==> src/rsr_pkg.sv <==
// Functional notes
// - Bit 6 reads one after flash error reset.
// - Writing one to bit 5 enables comparator reset.
// - Bit 5 reads one after comparator reset.
// - Writing one to bit 4 forces reset.
// - Bit 4 reads one after software reset.
// - Bit 3 reads one after watchdog reset.
// - Writing one to bit 2 enables clock detector.
// - Bit 2 reads one after missing clock reset.
// - Writing one to bit 1 enables supply reset.
// - Bit 1 reads one after power-on/supply reset.
// - Power flag set makes other flags meaningless.
// - Bit 0 reads one after pin reset.
// - Bit 7 reads zero, writes ignored.
// - Stuck clock beyond timeout resets; zero disables.
// - Enabled comparator low holds device in reset; here the enable clears when reset begins, so reset ends after the fixed hold.
// - Internal resets never drive the reset pin.
package rsr_pkg;

    // ------------------------------------------------------------------
    // Register map and field positions.
    // ------------------------------------------------------------------
    localparam logic [7:0] RSR_CAUSE_ADDR = 8'hef;
    localparam int RSR_BIT_UNUSED = 7;
    localparam int RSR_BIT_FLASH = 6;
    localparam int RSR_BIT_CMP = 5;
    localparam int RSR_BIT_SW = 4;
    localparam int RSR_BIT_WDT = 3;
    localparam int RSR_BIT_MCD = 2;
    localparam int RSR_BIT_POWER = 1;
    localparam int RSR_BIT_PIN = 0;

    // ------------------------------------------------------------------
    // Values after power-on reset.
    // ------------------------------------------------------------------
    localparam logic [6:0] RSR_CAUSE_POR_VALUE = 7'h02;
    localparam logic RSR_CMP_EN_RESET = 1'b0;
    localparam logic RSR_MCD_EN_RESET = 1'b0;
    localparam logic RSR_SUPPLY_EN_RESET = 1'b1;

    // ------------------------------------------------------------------
    // Timing.
    // ------------------------------------------------------------------
    localparam int RSR_CLK_PERIOD_NS = 20;
    localparam int RSR_RESET_HOLD_CYCLES = 8;
    localparam int RSR_MCD_TIMEOUT_NS = 100000;
    localparam int RSR_MCD_TIMEOUT_CYCLES_RAW = RSR_MCD_TIMEOUT_NS / RSR_CLK_PERIOD_NS;
    localparam int RSR_MCD_TIMEOUT_CYCLES =
        (RSR_MCD_TIMEOUT_CYCLES_RAW < 1) ? 1 : RSR_MCD_TIMEOUT_CYCLES_RAW;

    // ------------------------------------------------------------------
    // Sequencer states.
    // ------------------------------------------------------------------
    typedef enum logic [1:0] {
        RSR_ST_RUN = 2'b01,
        RSR_ST_HOLD = 2'b10
    } rsr_state_t;

endpackage : rsr_pkg

==> src/rsr_reset_source.sv <==
`timescale 1ns/1ps
// Reset cause and enable register with the reset sequencer around it.
// The external reset pin is only an input here: no internal source
// ever drives it.
module rsr_reset_source #(
    parameter int MCD_TIMEOUT_CYCLES = rsr_pkg::RSR_MCD_TIMEOUT_CYCLES,
    parameter int MCD_CNT_W = 16,
    parameter int HOLD_CYCLES = rsr_pkg::RSR_RESET_HOLD_CYCLES
) (
    input wire logic core_clk,
    input wire logic reset_n,
    input wire logic [7:0] sfr_addr,
    input wire logic sfr_wr,
    input wire logic sfr_rd,
    input wire logic [7:0] sfr_wdata,
    output logic [7:0] sfr_rdata,
    input wire logic external_pin_reset_n,
    input wire logic reset_comparator_out,
    input wire logic supply_above_threshold,
    input wire logic monitored_clock,
    input wire logic flash_error_event,
    input wire logic watchdog_overflow_event,
    output logic system_reset,
    output logic comparator_reset_enable,
    output logic missing_clock_enable,
    output logic supply_reset_enable
);

    // ------------------------------------------------------------------
    // Declarations.
    // ------------------------------------------------------------------
    logic [2:0] async_in;
    logic [2:0] sync_first;
    logic [2:0] sync_second;
    logic pin_low;
    logic cmp_low;
    logic supply_low;
    logic mcd_timeout;
    logic reg_write;
    logic sw_force;
    logic [6:0] next_cause;
    logic any_source;
    logic [6:0] cause;
    logic [7:0] hold_count;
    rsr_pkg::rsr_state_t state;

    localparam logic [7:0] HOLD_LAST = 8'(HOLD_CYCLES - 1);

    // ------------------------------------------------------------------
    // Synchronisers for the asynchronous inputs.
    // ------------------------------------------------------------------
    // The pin is sampled only, so internal sources leave it untouched.
    assign async_in = {supply_above_threshold, reset_comparator_out, external_pin_reset_n};

    genvar gi;
    generate
        for (gi = 0; gi < 3; gi++) begin : g_sync
            // Two flops per input; the first is read only by the second.
            always_ff @(posedge core_clk or negedge reset_n) begin
                if (!reset_n) begin
                    sync_first[gi] <= 1'b1;
                    sync_second[gi] <= 1'b1;
                end else begin
                    sync_first[gi] <= async_in[gi];
                    sync_second[gi] <= sync_first[gi];
                end
            end
        end
    endgenerate

    assign pin_low = !sync_second[0];
    assign cmp_low = !sync_second[1];
    assign supply_low = !sync_second[2];

    // ------------------------------------------------------------------
    // Missing clock detector.
    // ------------------------------------------------------------------
    rsr_missing_clock #(
        .TIMEOUT_CYCLES(MCD_TIMEOUT_CYCLES),
        .CNT_W(MCD_CNT_W)
    ) u_missing_clock (
        .core_clk(core_clk),
        .reset_n(reset_n),
        .monitored_clock(monitored_clock),
        .detector_enable(missing_clock_enable),
        .timeout_pulse(mcd_timeout)
    );

    // ------------------------------------------------------------------
    // Register write decode and the software force strobe.
    // ------------------------------------------------------------------
    assign reg_write = sfr_wr && (sfr_addr == rsr_pkg::RSR_CAUSE_ADDR) &&
        (state == rsr_pkg::RSR_ST_RUN);
    assign sw_force = reg_write && sfr_wdata[rsr_pkg::RSR_BIT_SW];

    // ------------------------------------------------------------------
    // Picks one cause by fixed priority so a single flag is set.
    // ------------------------------------------------------------------
    always_comb begin
        next_cause = '0;
        any_source = 1'b1;
        if (pin_low) begin
            next_cause[rsr_pkg::RSR_BIT_PIN] = 1'b1;
        end else if (supply_reset_enable && supply_low) begin
            next_cause[rsr_pkg::RSR_BIT_POWER] = 1'b1;
        end else if (mcd_timeout) begin
            next_cause[rsr_pkg::RSR_BIT_MCD] = 1'b1;
        end else if (comparator_reset_enable && cmp_low) begin
            next_cause[rsr_pkg::RSR_BIT_CMP] = 1'b1;
        end else if (watchdog_overflow_event) begin
            next_cause[rsr_pkg::RSR_BIT_WDT] = 1'b1;
        end else if (flash_error_event) begin
            next_cause[rsr_pkg::RSR_BIT_FLASH] = 1'b1;
        end else if (sw_force) begin
            next_cause[rsr_pkg::RSR_BIT_SW] = 1'b1;
        end else begin
            any_source = 1'b0;
        end
    end

    // ------------------------------------------------------------------
    // Sequencer: holds the system in reset for a fixed time and for as long as
    // the pin or, when enabled, the supply stays low.
    // ------------------------------------------------------------------
    always_ff @(posedge core_clk or negedge reset_n) begin
        if (!reset_n) begin
            state <= rsr_pkg::RSR_ST_HOLD;
            hold_count <= '0;
        end else begin
            case (state)
                rsr_pkg::RSR_ST_RUN: begin
                    hold_count <= '0;
                    if (any_source) begin
                        state <= rsr_pkg::RSR_ST_HOLD;
                    end
                end
                rsr_pkg::RSR_ST_HOLD: begin
                    if (pin_low || (supply_reset_enable && supply_low) ||
                        (comparator_reset_enable && cmp_low)) begin
                        hold_count <= '0;
                    end else if (hold_count == HOLD_LAST) begin
                        state <= rsr_pkg::RSR_ST_RUN;
                    end else begin
                        hold_count <= hold_count + 8'h01;
                    end
                end
                default: begin
                    state <= rsr_pkg::RSR_ST_HOLD;
                    hold_count <= '0;
                end
            endcase
        end
    end

    assign system_reset = (state == rsr_pkg::RSR_ST_HOLD);

    // ------------------------------------------------------------------
    // Cause flags: loaded whole on each new reset, power-on sets only
    // the power flag and clears the rest.
    // ------------------------------------------------------------------
    always_ff @(posedge core_clk or negedge reset_n) begin
        if (!reset_n) begin
            cause <= rsr_pkg::RSR_CAUSE_POR_VALUE;
        end else if (state == rsr_pkg::RSR_ST_RUN && any_source) begin
            cause <= next_cause;
        end else if (state == rsr_pkg::RSR_ST_HOLD && pin_low) begin
            cause <= 7'h01;
        end
    end

    // ------------------------------------------------------------------
    // Enables: written by software, detector enables fall on reset.
    // ------------------------------------------------------------------
    always_ff @(posedge core_clk or negedge reset_n) begin
        if (!reset_n) begin
            comparator_reset_enable <= rsr_pkg::RSR_CMP_EN_RESET;
            missing_clock_enable <= rsr_pkg::RSR_MCD_EN_RESET;
            supply_reset_enable <= rsr_pkg::RSR_SUPPLY_EN_RESET;
        end else if (state == rsr_pkg::RSR_ST_HOLD) begin
            comparator_reset_enable <= rsr_pkg::RSR_CMP_EN_RESET;
            missing_clock_enable <= rsr_pkg::RSR_MCD_EN_RESET;
        end else if (reg_write) begin
            comparator_reset_enable <= sfr_wdata[rsr_pkg::RSR_BIT_CMP];
            missing_clock_enable <= sfr_wdata[rsr_pkg::RSR_BIT_MCD];
            supply_reset_enable <= sfr_wdata[rsr_pkg::RSR_BIT_POWER];
        end
    end

    // ------------------------------------------------------------------
    // Read data: registered one cycle after a read strobe.
    // ------------------------------------------------------------------
    always_ff @(posedge core_clk or negedge reset_n) begin
        if (!reset_n) begin
            sfr_rdata <= 8'h00;
        end else if (sfr_rd && sfr_addr == rsr_pkg::RSR_CAUSE_ADDR) begin
            sfr_rdata <= {1'b0, cause};
        end else begin
            sfr_rdata <= 8'h00;
        end
    end

endmodule : rsr_reset_source

==> src/rsr_missing_clock.sv <==
`timescale 1ns/1ps
// Watches a monitored clock sampled on the core clock and pulses when
// it has stayed at one level for longer than the timeout.
module rsr_missing_clock #(
    parameter int TIMEOUT_CYCLES = 5000,
    parameter int CNT_W = 16
) (
    input wire logic core_clk,
    input wire logic reset_n,
    input wire logic monitored_clock,
    input wire logic detector_enable,
    output logic timeout_pulse
);

    logic sync_first;
    logic sync_second;
    logic last_level;
    logic [CNT_W-1:0] stuck_count;

    localparam logic [CNT_W-1:0] LIMIT = CNT_W'(TIMEOUT_CYCLES);

    // ------------------------------------------------------------------
    // Two-stage synchroniser for the monitored clock.
    // ------------------------------------------------------------------
    always_ff @(posedge core_clk or negedge reset_n) begin
        if (!reset_n) begin
            sync_first <= 1'b0;
            sync_second <= 1'b0;
        end else begin
            sync_first <= monitored_clock;
            sync_second <= sync_first;
        end
    end

    // ------------------------------------------------------------------
    // Counts cycles without an edge; a disabled detector stays idle.
    // ------------------------------------------------------------------
    always_ff @(posedge core_clk or negedge reset_n) begin
        if (!reset_n) begin
            last_level <= 1'b0;
            stuck_count <= '0;
            timeout_pulse <= 1'b0;
        end else begin
            last_level <= sync_second;
            timeout_pulse <= 1'b0;
            if (!detector_enable || sync_second != last_level) begin
                stuck_count <= '0;
            end else if (stuck_count == LIMIT) begin
                timeout_pulse <= 1'b1;
                stuck_count <= '0;
            end else begin
                stuck_count <= stuck_count + CNT_W'(1);
            end
        end
    end

endmodule : rsr_missing_clock

==> config.mk <==
export PLATFORM = sky130hd
export DESIGN_NAME = rsr_reset_source
export DESIGN_NICKNAME = d
export VERILOG_FILES = /design/src/rsr_pkg.sv /design/src/rsr_reset_source.sv /design/src/rsr_missing_clock.sv
export SDC_FILE = /design/constraint.sdc
export NUM_CORES = 1
export LEC_CHECK = 0
export ABC_AREA = 1
export BUFFER_PORTS_ARGS = -buffer_cell sky130_fd_sc_hd__buf_2
export CORE_ASPECT_RATIO = 0.6
export CORE_MARGIN = 4
export CORE_UTILIZATION = 30
export DETAILED_ROUTE_END_ITERATION = 16
export PLACE_DENSITY = 0.44
export SYNTH_ARGS = -nofsm -noshare
export SYNTH_HDL_FRONTEND = slang
export SYNTH_SLANG_ARGS = --single-unit
==> constraint.sdc <==
create_clock -name core_clk -period 3.4 [get_ports core_clk]
set_clock_uncertainty 0.05 [all_clocks]
set_input_delay 0 -clock core_clk [delete_from_list [all_inputs] [get_ports core_clk]]
set_output_delay 0 -clock core_clk [all_outputs]
set_load 0.01 [all_outputs]
==> Flow_metrics.wiki <==
{| class="wikitable"
! Metric !! Value
|-
| Outcome || finished, final reports clean
|-
| Cell Area, Synth || 2490 um^2
|-
| Time the worst path needs with I/O delays and setup || 1.56 ns
|-
| Area contributors post-synth || sky130_fd_sc_hd__dfrtp_1 44%, sky130_fd_sc_hd__dfstp_2 9.5%, sky130_fd_sc_hd__inv_1 7.2%
|-
| Clock-pin slew reported for the worst setup and hold paths after clock tree synthesis || 0.07 ns
|-
| Detailed router's first-iteration violation count || 142
|-
| Dominant combinational cell family by area after synthesis || simple AND/OR/NAND/NOR gates
|-
| Part of the total power dissipated in sequential elements || 53.1%
|-
| Post-synth EDFFs || 0
|-
| Starting Density || 31.3%
|-
| Cell internal power dissipation || 957 uW
|-
| Grt ovf || 0
|-
| Clock Path Buffers || 2
|-
| Post-detailed-route count of antenna-violating nets || 0
|-
| Core area || 7980 um^2
|-
| Number of placement rows || 25
|-
| Final max-slew violation count || 0
|-
| Remaining routing DRC violations || 0
|-
| Sequential-to-total area share from yosys stat || 53.6%
|-
| Clock Latency Late Sink || 0.29 ns
|-
| XOR/XNOR share of the synthesized area || 2.81%
|-
| HPWL reported at the end of detailed placement || 4260 um
|-
| Final RePlAce weighted congestion || 0.819
|-
| Number of antenna repair diodes || 0
|-
| First-pass GRT wire length || 9560 um
|-
| Max Clock Freq || 0.640 GHz
|-
| Number of buffers created by CTS || 5
|-
| Cell occurring most often along the worst timing path || sky130_fd_sc_hd__nand2_2
|-
| Clock H-tree levels || 2
|-
| Endpoints failing hold || 0
|-
| RSZ-0062 raised after global routing || no
|-
| Count of clock tree sinks || 53
|-
| Worst-Margin Slew || 0.707 ns
|-
| CTS tree || yes
|-
| Power share of the combinational group || 4.4%
|-
| Power share of the clock group || 42.5%
|-
| Pwr dens || 400 nW/um^2
|-
| Worst path slowest cell || sky130_fd_sc_hd__dfstp_2
|-
| Post-synthesis sequential element count || 53
|-
| Die area || 9880 um^2
|-
| Port bufs || 32
|-
| Switching pwr || 257 uW
|-
| Post-synth top area share || 44.2%
|-
| Proportion of synthesized area in mux cells || 0%
|-
| Final nets || 366
|-
| Crit path DAT || 1.75 ns
|-
| Unique cell type count in the Yosys netlist || 27
|-
| Crit end category || register
|-
| Overall routed net length || 5550 um
|-
| Ys async rst share || 100%
|-
| Aggregate negative setup slack || 0 ns
|-
| Compound-cell area share of the yosys netlist || 3.21%
|-
| Number of max-capacitance violations reported || 0
|-
| Multi-input gate area || 956 um^2
|-
| Crit share post-route || 45.9%
|-
| Worst setup margin || 1.84 ns
|-
| Aggregate global-route resource usage || 12.4%
|-
| Horiz. Die Dim || 126 um
|-
| Number of optimization iterations in the first detailed-route pass || 4
|-
| Ports placed on the boundary || 38
|-
| Total nets after synthesis || 318
|-
| Initial antenna violation count || 0
|-
| Critical path class || reg -> reg
|-
| Critical Path Source Type || register
|-
| Post-synthesis share of cell area spent on and, or, nand and nor gates || 30.7%
|-
| Worst-path maximum fanout || 7
|-
| Number of global-route vias before repair || 1850
|-
| Maximum ir drop on the vdd rail || 0.218 mV
|-
| Switching part of the total || 21.2%
|-
| Cell taking the most area after synthesis || sky130_fd_sc_hd__dfrtp_1
|-
| Library cell used as clock root buffer || sky130_fd_sc_hd__clkbuf_16
|-
| Number of vias after detailed routing || 1926
|-
| P_leak || 0.00141 uW
|-
| Setup slack after placement || 1.84 ns
|-
| Worst hold path type || in -> reg
|-
| Filler cells || 832
|-
| Crit-path max cell delay || 0.53 ns
|-
| Number of synthesis warnings || 0
|-
| Reg area || 1340 um^2
|-
| Commonest register cell after synthesis || sky130_fd_sc_hd__dfrtp_1
|-
| Crit path cell chain || inv_1 > nor2_4 > nand2_2 > nor2_2 > nand2_2 > nand2_4 > nand3_1 > nand2_1
|-
| Final setup vio count || 0
|-
| Via-to-Cell Ratio || 4.32
|-
| P&R area growth vs syn || 21.7%
|-
| Largest net degree at the start of global routing || 32
|-
| Slew headroom || 52.9%
|-
| Final core occ || 38.0%
|-
| Count of mapped cells out of synthesis || 289
|-
| Synthesized area per cell || 8.63 um^2
|-
| CP required || 3.58 ns
|-
| Ratio of cells with drive above 1 in the final layout || 20.4%
|-
| Area share of fa/ha/maj cells after synthesis || 1.51%
|-
| Wirelength per Cell || 12.4 um
|-
| Die Span Y || 78.6 um
|}
## flip-flops by register name, indices dropped and copies added (netlist names)
register,cells
comparator_reset_enable,1
cause,7
supply_reset_enable,1
hold_count,8
u_missing_clock.last_level,1
sfr_rdata,7
u_missing_clock.stuck_count,16
u_missing_clock.sync_first,1
u_missing_clock.timeout_pulse,1
u_missing_clock.sync_second,1
sync_first,3
state,2
missing_clock_enable,1
sync_second,3
## worst paths after layout
check | startpoint | end | slack [ns] | cells past startpoint
worst max register to register | sync_second[0] | cause[1] | 1.84 | 8
worst min-delay path | flash_error_event | cause[6] | 0.05 | 5
worst max-delay path | sync_second[0] | cause[1] | 1.84 | 8
min in group asynchronous | reset_n | hold_count[6] | 0.24 | 2
max in group asynchronous | reset_n | sync_first[1] | 2.23 | 3
worst min register to register | u_missing_clock.sync_first | u_missing_clock.sync_second | 0.30 | 0
## what timing repair did
action / CTS / global route
buffers inserted: 0 / 0
hold buffers: 10 / 0
hold endpoints to repair: 39 / 0
resized for setup: 0 / 0
## cell usage in the layout, fill, tap and decap left out, types with 2 or more instances in the layout
cell,instances
sky130_fd_sc_hd__o21ai_0,6
sky130_fd_sc_hd__nor3_1,11
sky130_fd_sc_hd__nand4_1,13
sky130_fd_sc_hd__dfrtp_1,44
sky130_fd_sc_hd__buf_2,32
sky130_fd_sc_hd__nor2_4,4
sky130_fd_sc_hd__nor2_1,41
sky130_fd_sc_hd__nand3_1,27
sky130_fd_sc_hd__nand2_1,46
sky130_fd_sc_hd__clkbuf_16,5
sky130_fd_sc_hd__nand2_2,5
sky130_fd_sc_hd__a211oi_1,2
sky130_fd_sc_hd__ha_1,3
sky130_fd_sc_hd__xor2_1,7
sky130_fd_sc_hd__inv_2,2
sky130_fd_sc_hd__nand2_4,2
sky130_fd_sc_hd__nor2_2,4
sky130_fd_sc_hd__o21ai_1,2
sky130_fd_sc_hd__a21oi_1,5
sky130_fd_sc_hd__inv_1,48
sky130_fd_sc_hd__dlygate4sd3_1,10
sky130_fd_sc_hd__dfstp_2,9
## final cells by class
class / instances / area share, %
Tap cell: 108 / 4.45
Clock buffer: 7 / 4.70
Multi-Input combinational cell: 184 / 31.5
Clock inverter: 1 / 0.247
Sequential cell: 53 / 44.1
Inverter: 50 / 6.19
Timing Repair Buffer: 43 / 8.82
## cells in the mapped netlist, types with 2 or more instances
cell type and instances:
sky130_fd_sc_hd__a21oi_1 5, sky130_fd_sc_hd__nand2_2 5, sky130_fd_sc_hd__inv_1 48, sky130_fd_sc_hd__nor2_1 41, sky130_fd_sc_hd__nor3_1 11, sky130_fd_sc_hd__o21ai_1 2, sky130_fd_sc_hd__nand2_1 46, sky130_fd_sc_hd__xor2_1 7
sky130_fd_sc_hd__dfstp_2 9, sky130_fd_sc_hd__nand4_1 13, sky130_fd_sc_hd__o21ai_0 6, sky130_fd_sc_hd__nor2_4 4, sky130_fd_sc_hd__a211oi_1 2, sky130_fd_sc_hd__inv_2 2, sky130_fd_sc_hd__ha_1 3, sky130_fd_sc_hd__nor2_2 4
sky130_fd_sc_hd__nand2_4 2, sky130_fd_sc_hd__nand3_1 27, sky130_fd_sc_hd__dfrtp_1 44
## critical path, delay by kind of cell (launching register included)
kind,cells,cell delay [ns]
simple gates,7,0.83
flops,1,0.53
buf+inv,1,0.08
## kinds of logic (layout without fill, tap and decap cells)
logic type	count (synthesis)	count (layout)
flip-flops	53	53
buffers and inverters	52	101
AO/OA/AOI/OAI	15	15
AND/OR/NAND/NOR	157	157
other	1	1
XOR/XNOR	8	8
adder cells (fa/ha/maj)	3	3
## power by group through the flow
stage | combinational, uW | clock [uW] | sequential, uW
CTS | 54.5 | 538 | 644
floorplan | 17.0 | 0 | 655
global placement | 45.7 | 0 | 656
detailed placement | 45.9 | 0 | 656
finish | 52.8 | 516 | 645
global route | 61.4 | 573 | 645
## metrics by stage
step	instance area [um^2]	hold WS, ns	instances	total power (uW)
global route	3030	0.0765	446	1280
CTS	3030	0.0448	446	1240
finish	3030	0.0503	446	1210
floorplan	2490	-0.346	289	672
detailed placement	2780	0.0562	428	702
global placement	2780	0.0548	428	702
## layer usage
metal  part of all wire (%)  routed length [um]  global-route usage [%]  up-vias
met2                     36                2020                    14.5       26
met1                     60                3310                    20.7      893
met3                    3.7                 206                    4.01        2
met5                      0                   0                       0        -
li1                       -                   -                       -     1005
met4                   0.23                  13                    2.60        0
Power figures use the tool's default switching activity.
